<file path="src/inc/lomix_pkg.sv">
package lomix_pkg;

  // ****************************************
  // Register map
  // ****************************************
  localparam logic [7:0] OFF_LAMP_MIX = 8'h58;
  localparam logic [7:0] OFF_LDAC1_MIX = 8'h59;
  localparam logic [7:0] OFF_SECOND_RIGHT_LINE_INPUT_MIX = 8'h5A;
  localparam logic [7:0] OFF_RAMP_MIX = 8'h5B;
  localparam logic [7:0] OFF_RDAC1_MIX = 8'h5C;
  localparam logic [7:0] OFF_LEVEL = 8'h5D;
  localparam logic [7:0] OFF_PWR = 8'h5E;
  localparam logic [7:0] OFF_SC = 8'h5F;
  localparam logic [7:0] OFF_STICKY = 8'h60;
  localparam logic [7:0] REG_RESET = 8'h00;
  localparam logic [7:0] RD_UNMAPPED = 8'h00;

  // ****************************************
  // Field layout
  // ****************************************
  localparam int NUM_SRC = 5;
  localparam int VOL_W = 7;
  localparam int ROUTE_BIT = 7;
  localparam int VOL_MSB = 6;
  localparam int LVL_MSB = 7;
  localparam int LVL_LSB = 4;
  localparam int MUTE_BIT = 3;
  localparam int RSV_BIT = 2;
  localparam int BUSY_BIT = 1;
  localparam int PWR_BIT = 0;
  localparam int HPR_BIT = 1;

  // ****************************************
  // Status vector layout after the synchroniser
  // ****************************************
  localparam int STAT_W = 17;
  localparam int ST_PWR_MSB = 16;
  localparam int ST_PWR_LSB = 12;
  localparam int ST_HPL = 11;
  localparam int ST_HPR = 10;
  localparam int ST_DRV_MSB = 9;
  localparam int ST_DRV_LSB = 4;
  localparam int ST_SC_MSB = 9;
  localparam int ST_SC_LSB = 6;
  localparam int ST_BTN = 3;
  localparam int ST_HSET = 2;
  localparam int ST_AGC_L = 1;
  localparam int ST_AGC_R = 0;
  localparam int STK_SC_MSB = 7;
  localparam int STK_SC_LSB = 4;
  localparam int STK_BTN = 3;
  localparam int STK_HSET = 2;
  localparam int STK_AGC_L = 1;
  localparam int STK_AGC_R = 0;

  // ****************************************
  // Timing
  // ****************************************
  localparam int CLK_PERIOD_NS = 10;
  localparam int RAMP_STEP_NS = 1000;
  localparam int RAMP_STEP_CYC = (RAMP_STEP_NS + CLK_PERIOD_NS - 1) / CLK_PERIOD_NS;
  localparam logic [6:0] RAMP_RELOAD = 7'(RAMP_STEP_CYC - 1);

endpackage

</file>
<file path="src/core/sync_filter.sv">
`timescale 1ns/1ps
module sync_filter
  import lomix_pkg::*;
#(
  parameter int WIDTH = STAT_W
) (
  // Clock and reset
  input wire logic clk_sys,
  input wire logic rst_n,
  // Asynchronous levels in, settled levels out
  input wire logic [WIDTH-1:0] din,
  output logic [WIDTH-1:0] dout
);

  typedef struct packed {
    logic [WIDTH-1:0] s1;
    logic [WIDTH-1:0] s2;
    logic [WIDTH-1:0] s3;
    logic [WIDTH-1:0] filt;
  } sync_state_t;

  sync_state_t st;
  sync_state_t next_st;

  // A bit moves only once stages two and three agree
  always_comb begin
    next_st = st;
    next_st.s1 = din;
    next_st.s2 = st.s1;
    next_st.s3 = st.s2;
    next_st.filt = (st.s2 & st.s3) | (st.filt & (st.s2 ^ st.s3));
  end

  always_ff @(posedge clk_sys) begin
    if (!rst_n) begin
      st <= '0;
    end else begin
      st <= next_st;
    end
  end

  assign dout = st.filt;

endmodule

</file>
<file path="src/core/line_out_mix_status_regs.sv">
`timescale 1ns/1ps
module line_out_mix_status_regs
  import lomix_pkg::*;
(
  // Clock and reset
  input wire logic clk_sys,
  input wire logic rst_n,
  // Register port from the control bus
  input wire logic reg_wr,
  input wire logic reg_rd,
  input wire logic [7:0] reg_addr,
  input wire logic [7:0] reg_wdata,
  output logic [7:0] reg_rdata,
  output logic reg_rvalid,
  // Analog power status levels
  input wire logic left_dac_powered,
  input wire logic right_dac_powered,
  input wire logic mono_line_output_powered,
  input wire logic left_line_output_powered,
  input wire logic right_line_output_powered,
  input wire logic left_headphone_driver_powered,
  input wire logic right_headphone_driver_powered,
  input wire logic left_common_driver_powered,
  input wire logic right_common_driver_powered,
  // Short-circuit detector levels
  input wire logic left_headphone_driver_short,
  input wire logic right_headphone_driver_short,
  input wire logic left_common_driver_short,
  input wire logic right_common_driver_short,
  // Headset and record noise gate levels
  input wire logic button_pressed,
  input wire logic headset_present,
  input wire logic left_agc_below_noise,
  input wire logic right_agc_below_noise,
  // Right line output mixer controls
  output logic [NUM_SRC-1:0] mix_route,
  output logic [NUM_SRC*VOL_W-1:0] mix_gain,
  output logic [3:0] line_level,
  output logic line_unmute,
  output logic line_power_req
);

  // ****************************************
  // State
  // ****************************************
  typedef struct packed {
    logic [NUM_SRC-1:0] route;
    logic [NUM_SRC-1:0][VOL_W-1:0] target;
    logic [NUM_SRC-1:0][VOL_W-1:0] applied;
    logic [6:0] step_cnt;
    logic busy;
    logic [3:0] level;
    logic unmute;
    logic power;
    logic hpr_stat;
    logic [7:0] sticky;
    logic hset_prev;
    logic [7:0] rdata;
    logic rvalid;
  } bank_state_t;

  bank_state_t st;
  bank_state_t next_st;
  logic [STAT_W-1:0] raw_stat;
  logic [STAT_W-1:0] stat;
  logic [7:0] sticky_set;
  logic [7:0] sticky_clr;
  logic [2:0] src_idx;
  logic ramp_tick;
  logic mix_hit;

  // Order matches the bit order of the status registers
  assign raw_stat = {left_dac_powered, right_dac_powered, mono_line_output_powered,
    left_line_output_powered, right_line_output_powered,
    left_headphone_driver_powered, right_headphone_driver_powered,
    left_headphone_driver_short, right_headphone_driver_short,
    left_common_driver_short, right_common_driver_short,
    left_common_driver_powered, right_common_driver_powered,
    button_pressed, headset_present, left_agc_below_noise, right_agc_below_noise};

  sync_filter #(
    .WIDTH(STAT_W)
  ) u_sync (
    .clk_sys(clk_sys),
    .rst_n(rst_n),
    .din(raw_stat),
    .dout(stat)
  );

  // ****************************************
  // Next state
  // ****************************************
  always_comb begin
    next_st = st;
    next_st.rvalid = 1'b0;
    src_idx = 3'(reg_addr - OFF_LAMP_MIX);
    mix_hit = (reg_addr >= OFF_LAMP_MIX) && (reg_addr <= OFF_RDAC1_MIX);

    // Hardware refreshes the headphone bit; a host write only holds for one cycle
    next_st.hpr_stat = stat[ST_HPR];

    if (reg_wr) begin
      if (mix_hit) begin
        next_st.route[src_idx] = reg_wdata[ROUTE_BIT];
        next_st.target[src_idx] = reg_wdata[VOL_MSB:0];
      end else if (reg_addr == OFF_LEVEL) begin
        next_st.level = reg_wdata[LVL_MSB:LVL_LSB];
        next_st.unmute = reg_wdata[MUTE_BIT];
        next_st.power = reg_wdata[PWR_BIT];
      end else if (reg_addr == OFF_PWR) begin
        next_st.hpr_stat = reg_wdata[HPR_BIT];
      end
    end

    // Gains walk one code per step so changes do not click
    ramp_tick = (st.step_cnt == 7'h00);
    next_st.step_cnt = ramp_tick ? RAMP_RELOAD : st.step_cnt - 7'h01;
    for (int i = 0; i < NUM_SRC; i++) begin
      if (ramp_tick && (st.applied[i] < st.target[i])) begin
        next_st.applied[i] = st.applied[i] + 7'h01;
      end else if (ramp_tick && (st.applied[i] > st.target[i])) begin
        next_st.applied[i] = st.applied[i] - 7'h01;
      end
    end
    next_st.busy = 1'b0;
    for (int i = 0; i < NUM_SRC; i++) begin
      if (next_st.applied[i] != next_st.target[i]) begin
        next_st.busy = 1'b1;
      end
    end

    // Sticky flags: a set in the clearing cycle survives
    sticky_set = 8'h00;
    sticky_set[STK_SC_MSB:STK_SC_LSB] = stat[ST_SC_MSB:ST_SC_LSB];
    sticky_set[STK_BTN] = stat[ST_BTN];
    sticky_set[STK_HSET] = stat[ST_HSET] ^ st.hset_prev;
    sticky_set[STK_AGC_L] = stat[ST_AGC_L];
    sticky_set[STK_AGC_R] = stat[ST_AGC_R];
    sticky_clr = (reg_rd && (reg_addr == OFF_STICKY)) ? 8'hFF : 8'h00;
    next_st.sticky = (st.sticky & ~sticky_clr) | sticky_set;
    next_st.hset_prev = stat[ST_HSET];

    if (reg_rd) begin
      next_st.rvalid = 1'b1;
      if (mix_hit) begin
        next_st.rdata = {st.route[src_idx], st.target[src_idx]};
      end else if (reg_addr == OFF_LEVEL) begin
        // Reserved bit reads zero whatever was written
        next_st.rdata = {st.level, st.unmute, 1'b0, st.busy, st.power};
      end else if (reg_addr == OFF_PWR) begin
        next_st.rdata = {stat[ST_PWR_MSB:ST_PWR_LSB], stat[ST_HPL], st.hpr_stat,
          1'b0};
      end else if (reg_addr == OFF_SC) begin
        next_st.rdata = {stat[ST_DRV_MSB:ST_DRV_LSB], 2'b00};
      end else if (reg_addr == OFF_STICKY) begin
        next_st.rdata = st.sticky;
      end else begin
        next_st.rdata = RD_UNMAPPED;
      end
    end
  end

  always_ff @(posedge clk_sys) begin
    if (!rst_n) begin
      st <= '0;
    end else begin
      st <= next_st;
    end
  end

  // ****************************************
  // Outputs
  // ****************************************
  assign reg_rdata = st.rdata;
  assign reg_rvalid = st.rvalid;
  assign mix_route = st.route;
  assign mix_gain = st.applied;
  assign line_level = st.level;
  assign line_unmute = st.unmute;
  assign line_power_req = st.power;
endmodule

</file>
<file path="config.mk">
export PLATFORM = sky130hd
export DESIGN_NAME = line_out_mix_status_regs
export DESIGN_NICKNAME = d
export VERILOG_FILES = /design/src/inc/lomix_pkg.sv /design/src/core/sync_filter.sv /design/src/core/line_out_mix_status_regs.sv
export SDC_FILE = /design/constraint.sdc
export NUM_CORES = 1
export LEC_CHECK = 0
export ABC_AREA = 1
export BUFFER_PORTS_ARGS = -buffer_cell sky130_fd_sc_hd__buf_2
export CAP_MARGIN = 10
export CORE_ASPECT_RATIO = 1.5
export CORE_MARGIN = 1.5
export CORE_UTILIZATION = 35
export CTS_CLUSTER_SIZE = 24
export DETAILED_ROUTE_END_ITERATION = 16
export PLACE_DENSITY_LB_ADDON = 0.15
export SETUP_SLACK_MARGIN = 0.5
export SYNTH_ARGS = -nofsm -noshare
export SYNTH_HDL_FRONTEND = slang
export SYNTH_SLANG_ARGS = --single-unit
</file>
<file path="constraint.sdc">
create_clock -name clk_sys -period 3.1 [get_ports clk_sys]
set_input_delay 0.62 -clock clk_sys [delete_from_list [all_inputs] [get_ports clk_sys]]
set_output_delay 0.62 -clock clk_sys [all_outputs]
set_load 0.05 [all_outputs]
</file>
==> results of run 1 <==
-- state kept, by name (all words and copies together), names as in the netlist --
register,count
st,53
mix_gain,35
u_sync.next_st,34
u_sync.dout,17
u_sync.st,17
reg_rdata,8
mix_route,5
line_level,4
line_power_req,1
line_unmute,1
reg_rvalid,1
-- per-layer routing --
metal  global-route usage  up-vias
met5                    0        -
met4              0.07993        2
met3              0.03551       49
met2               0.3622      215
met1               0.2401     4505
li1                     -     5119
-- placed cells by master (no fill, tap or decap), drive strengths merged, types with 2 or more instances in the layout --
master    count
clkinvlp      4
inv         257
clkbuf       24
ha           64
a21boi        2
clkinv        5
nand3       110
a221oi        3
xor2         13
o22ai        15
nor3          9
or2           4
a21oi        66
nor2        159
o31ai         2
buf         140
nand3b        5
o211ai        9
xnor2         3
nand2       483
dfxtp       176
o21ai        83
nand4        39
-- metrics by stage --
stage	hold slack [ns]	worst slack (ns)	instances	total power [mW]	cell area, um2
floorplan	0.3905	0.8556	1597	6.470	10430
global placement	0.3928	0.2988	2018	7.604	11010
detailed placement	0.3974	0.2984	2018	7.625	11010
CTS	0.3370	0.5083	2050	9.714	11580
global route	0.3519	0.4835	2075	11.35	12190
finish	0.3594	0.6554	2075	10.50	12190
-- worst register-to-register path, delay by kind of cell (launching register included) --
kind                     cells  cell delay, ns
AND/OR/NAND/NOR             15            1.40
buffers and inverters        3            0.45
flip-flops                   1            0.32
adder cells (fa/ha/maj)      1            0.13
-- how the worst min path moves through the flow --
| stage | from | endpoint | slack, ns | cells past startpoint |
|---|---|---|---|---|
| after CTS | left_agc_below_noise | u_sync.next_st[35] | 0.34 | 3 |
| after detailed placement | u_sync.next_st[42] | u_sync.next_st[25] | 0.40 | 2 |
| after global routing | left_common_driver_short | u_sync.next_st[41] | 0.35 | 3 |
| after global placement | u_sync.next_st[35] | u_sync.next_st[18] | 0.39 | 2 |
| after floorplan | u_sync.next_st[34] | u_sync.next_st[17] | 0.39 | 2 |
| final | left_agc_below_noise | u_sync.next_st[35] | 0.36 | 3 |
-- what timing repair did --
item | CTS | global route
resized for setup | 9 | 123
buffers inserted | 0 | 22
endpoints found under the hold margin | 0 | 0
pin swaps | 0 | 33
endpoints found under the setup margin | 1 | 1
cloned | 0 | 3
-- cells by family (layout without fill, tap and decap cells) --
| logic type | after synthesis | count (layout) | share of synthesized area |
|---|---|---|---|
| AND/OR/NAND/NOR | 809 | 810 | 0.3280 |
| buffers and inverters | 348 | 430 | 0.1484 |
| AO/OA/AOI/OAI | 184 | 184 | 0.09561 |
| flip-flops | 176 | 176 | 0.3378 |
| adder cells (fa/ha/maj) | 64 | 64 | 0.07678 |
| XOR/XNOR | 16 | 16 | 0.01344 |
-- layout make-up --
type	instances	area [um2]
Multi-Input combinational cell	1074	5728
Fill cell	3192	17200
Tap cell	395	494.2
Sequential cell	176	3556
Clock inverter	10	78.83
Clock buffer	22	454.2
Inverter	256	973.4
Timing Repair Buffer	142	904.6
-- power breakdown --
part           switching (mW)  total, mW  internal, mW
sequential              0.280       2.76          2.48
clock                   0.938       1.99          1.05
combinational            3.80       5.74          1.94
total                    5.02       10.5          5.48
==> impl_metrics.csv, run 1 <==
group,metric,value,unit
synth,synthCells,1597,
synth,syn_area_per_cell,6.531,um2
synth,ys_types,42,
routing,drc,0,
cts,clkLatencyLatePin,0.44,ns
grt,antenna_found_initial,1,
grt,grt_overflow,0,
synth,synth.ff_latch_count,176,
timing,rsz0062_at_grt,"no",
synth,synth_edf_count,0,
timing,skew,0.006915,ns
worst_setup_path,crit_path_start_kind,"register",
synth,synth_nets,1698,
cts,cts_sinks,176,
cts,h-tree-depth,4,
pwr,powerDensity,861.2,nW/um2
worst_setup_path,rr_endpoint,"st[25]",
routing,wirelength,31890,um
routing,top_layer,"met5",
synth,synth_top_area_cell,"dfxtp_1",
synth,synth_warnings,0,
worst_setup_path,arrival,2.75,ns
worst_setup_path,cp-endpoint,"st[25]",
cells_and_area,n_antenna_cell,0,
timing,period_needed,2.445,ns
timing,fmax,0.4091,GHz
routing,num_vias,9890,
routing,wl_met1,13150,um
routing,drtPass1Iterations,5,
cells_and_area,nets,1768,
placement,routabilityCongestion,0.9456,
floorplan,core_region_area,29380,um2
min_path,min_path_type,"in2reg",
worst_setup_path,reg2reg_depth,19,
worst_setup_path,end_kind,"register",
placement,dp_hpwl,23820,um
worst_setup_path,r2r_slack,0.66,ns
synth,synthTopCellsByArea,"dfxtp_1 34%, nand2_1 17%, inv_1 8.7%",
cells_and_area,area_growth_syn_to_layout,16.87,%
worst_setup_path,cpMostUsedCell,"nand2_1",
floorplan,ios,92,
worst_setup_path,cp_slowest_stage_delay,0.32,ns
routing,ant_nets,0,
floorplan,start_util,0.3549,
pwr,cellLeakagePower,6.506,nW
timing,slew_headroom,0.5614,
cts,path_clk_slew,0.07,ns
worst_setup_path,crit_required,3.41,ns
synth,synth_common_cells,"477 x nand2_1, 241 x inv_1, 176 x dfxtp_1",
synth,netlist_area,10430,um2
timing,finalHoldViolCount,0,
worst_setup_path,cp_num_buf_inv,3,
worst_setup_path,crit_family,"simple AND/OR/NAND/NOR gates",
grt,grt_max_degree,56,
cts,clock_path_buffers,2,
floorplan,die_h,214.4,um
cts,cts-hold-fix-buffers,0,
worst_setup_path,slowest_stage,"dfxtp_2",
cells_and_area,final_util,0.4148,
timing,slew_viol_final,0,
worst_setup_path,path_max_fanout,6,
floorplan,rows,77,
synth,synth-main-ff-cell,"dfxtp_1",
worst_setup_path,startpoint,"st[26]",
timing,fin_crit_sh,0.7886,
worst_setup_path,path_cells,"inv_2 > ha_4 > nand2_2 > nor2_4 > clkbuf_16 > nand3_4 > buf_4 > nand2_1 > nand2_1 > nand2_1 > nand3_1 > nand2_1 > nand2_1 > nor2_1 > nand2_1 > nor2_2 > nand2_1 > nor2_1 > nor2_1",
routing,wl_met3,1309,um
run_status,status,"finished, final reports clean",
timing,tns,0,ns
routing,first_iter_violations,495,
synth,synth_most_common_cell,"nand2_1",
floorplan,die-area,30870,um2
cts,cts_buffers,17,
cts,cts_tree,"done",
routing,vias_per_cell,4.766,
timing,setup_viol,0,
synth,yosysTopAreaCellShare,0.3378,
synth,synthArstFlopShare,0,
timing,tightest_slew,0.6579,ns
cells_and_area,drive_gt1_frac,0.1851,
floorplan,die_w,144.0,um
pwr,vdd_ir_drop_max,0.3683,mV
worst_setup_path,cp.depth,19,
worst_setup_path,critPathKind,"reg2reg",
routing,dr_wl_met2,16310,um
flow_run,cap_violations,0,
grt,grt_pass1_wl,48000,um
worst_setup_path,reg2reg_from,"st[26]",
synth,seq_area_frac_synth,0.3378,
grt,track_usage,0.2044,
grt,grt_pass1_vias,8991,
cts,cts_root_buf,"clkbuf_16",
placement,port_buffers,91,
routing,routedWlPerCell,15.37,um
Note: power is estimated with default switching activity, not from simulation.
==> inputs of run 2 (changes only) <==
Clock period 3.1 ns to 2.5 ns, I/O delays scaled along.
==> impl_metrics.csv, run 2 (synthesis results as in run 1) <==
group,metric,value,unit
run_status,status,"finished, final reports clean",
cts,clock_path_buffers,2,
timing,skew,0.009410,ns
min_path,min_path_type,"in2reg",
timing,finalHoldViolCount,0,
flow_run,cap_violations,0,
floorplan,ios,92,
grt,grt_pass1_vias,10091,
cells_and_area,area_growth_syn_to_layout,32.41,%
routing,drc,0,
worst_setup_path,arrival,2.72,ns
cells_and_area,largest_reg_flops,53,
floorplan,start_util,0.3549,
worst_setup_path,reg2reg_depth,21,
placement,dpl_cell_area,11910,um2
worst_setup_path,critPathKind,"reg2reg",
cts,cts_tree,"done",
floorplan,core_region_area,29380,um2
routing,num_vias,10448,
cells_and_area,nets,1897,
pwr,vdd_ir_drop_max,0.4968,mV
grt,grt_overflow,0,
worst_setup_path,reg2reg_from,"st[26]",
worst_setup_path,cpMostUsedCell,"nand2_1",
cells_and_area,layout_common_cells,"393 x nand2_1, 214 x inv_1, 159 x buf_4",
routing,drtPass1Iterations,7,
min_path,worstHoldPathCells,3,
worst_setup_path,path_max_fanout,6,
cts,path_clk_slew,0.07,ns
routing,first_iter_violations,434,
floorplan,die-area,30870,um2
worst_setup_path,rr_endpoint,"st[25]",
timing,setup_viol,0,
cells_and_area,final_util,0.4700,
placement,dp_cells,2121,
placement,port_buffers,91,
cts,cts-hold-fix-buffers,0,
worst_setup_path,path_cells,"inv_2 > ha_4 > nand2_4 > nor2_4 > buf_12 > buf_8 > nand3_4 > nand2_4 > nand2_2 > nand2_2 > nand2_4 > inv_1 > nand2_1 > nand2_1 > nand2_1 > nor2_1 > nand2_1 > nor2_2 > nand2_1 > nor2_1 > nor2_1",
min_path,hp-start,"right_line_output_powered",
worst_setup_path,cp_slowest_stage_delay,0.33,ns
worst_setup_path,slowest_stage,"dfxtp_2",
worst_setup_path,end_kind,"register",
worst_setup_path,crit_family,"simple AND/OR/NAND/NOR gates",
cells_and_area,layout_commonest_cell,"nand2_1",
timing,rsz0062_at_grt,"yes",
grt,grt_pass1_wl,51100,um
worst_setup_path,crit_path_start_kind,"register",
timing,fmax,0.4166,GHz
timing,fin_crit_sh,0.9602,
routing,wirelength,32910,um
cts,clkLatencyLatePin,0.45,ns
cts,h-tree-depth,4,
placement,dp_hpwl,24900,um
cells_and_area,final_area,13810,um2
grt,track_usage,0.2161,
cts,cts_root_buf,"clkbuf_16",
cells_and_area,regMostFlops,"st",
timing,slew_viol_final,0,
cts,cts_buffers,17,
timing,period_needed,2.400,ns
routing,routedWlPerCell,14.92,um
cells_and_area,fin_cells,2205,
worst_setup_path,r2r_slack,0.1,ns
pwr,powerDensity,1069,nW/um2
grt,antenna_found_initial,1,
worst_setup_path,crit_required,2.82,ns
timing,tightest_slew,0.5549,ns
pwr,cellLeakagePower,7.235,nW
timing,tns,0,ns
routing,vias_per_cell,4.738,
worst_setup_path,cp_num_buf_inv,4,
placement,routabilityCongestion,0.8932,
floorplan,die_h,214.4,um
floorplan,die_w,144.0,um
cts,cts_sinks,176,
cells_and_area,nFillCells,3057,
min_path,hold_end,"u_sync.next_st[46]",
timing,slew_headroom,0.6301,
cells_and_area,drive_gt1_frac,0.2974,
grt,grt_max_degree,39,
routing,ant_nets,0,
floorplan,rows,77,
run 2: cell types whose count changed in the layout (fill, tap and decap cells not counted), sizes merged:
cell      change
buf         +129
bufinv        +1
clkbuf        -5
clkinv        -1
clkinvlp      -1
diode         +1
inv           +5
nand3         +1
run 2: routing by layer:
metal	GRT usage	vias to the layer above	routed length (um)
met5	0	-	0
met4	0.09320	0	1223
met3	0.02925	60	981
met2	0.3939	199	17210
met1	0.2460	4797	13490
li1	-	5392	-
run 2: per-stage QoR:
step	hold WS, ns	setup WS (ns)	power, mW
2_1_floorplan	0.3905	0.3999	8.061
3_3_place_gp	0.3944	-0.1687	10.05
3_5_place_dp	0.3982	-0.2015	10.09
4_1_cts	0.2033	0.1880	13.96
5_1_grt	0.2256	-0.01106	15.87
6_report	0.2231	0.09962	14.76
run 2: worst max-delay path by stage:
stage	cells after the start	from	slack [ns]	endpoint
floorplan	19	reg_addr[2]	0.40	st[25]
global placement	15	reg_addr[7]	-0.17	st[25]
detailed placement	16	reg_addr[6]	-0.20	st[25]
CTS	20	st[27]	0.19	st[25]
global route	19	st[26]	-0.01	st[25]
finish	21	st[26]	0.1	st[25]
run 2: cell type report:
| cell class | instances | area, um2 | area share |
|---|---|---|---|
| Antenna cell | 1 | 2.502 | 0.0001812 |
| Clock buffer | 18 | 439.2 | 0.03180 |
| Clock inverter | 14 | 143.9 | 0.01042 |
| Inverter | 256 | 975.9 | 0.07067 |
| Multi-Input combinational cell | 1075 | 6254 | 0.4528 |
| Sequential cell | 176 | 3546 | 0.2568 |
| Tap cell | 395 | 494.2 | 0.03579 |
| Timing Repair Buffer | 270 | 1956 | 0.1416 |
run 2: tightest hold or removal path: cells and delay by family:
family	cells	cell delay (ns)
buf+inv	2	0.11
simple gates	1	0.04
run 2: where the power goes:
group	internal, mW	switching, mW
sequential	3.06	0.192
clock	1.43	1.25
combinational	3.41	5.41
run 2: what timing repair did:
action | in CTS | in global routing
cloned | 3 | 1
setup buffers | 31 | 16
pin swaps | 69 | 71
setup endpoints to repair | 6 | 9
gates resized for setup | 133 | 119
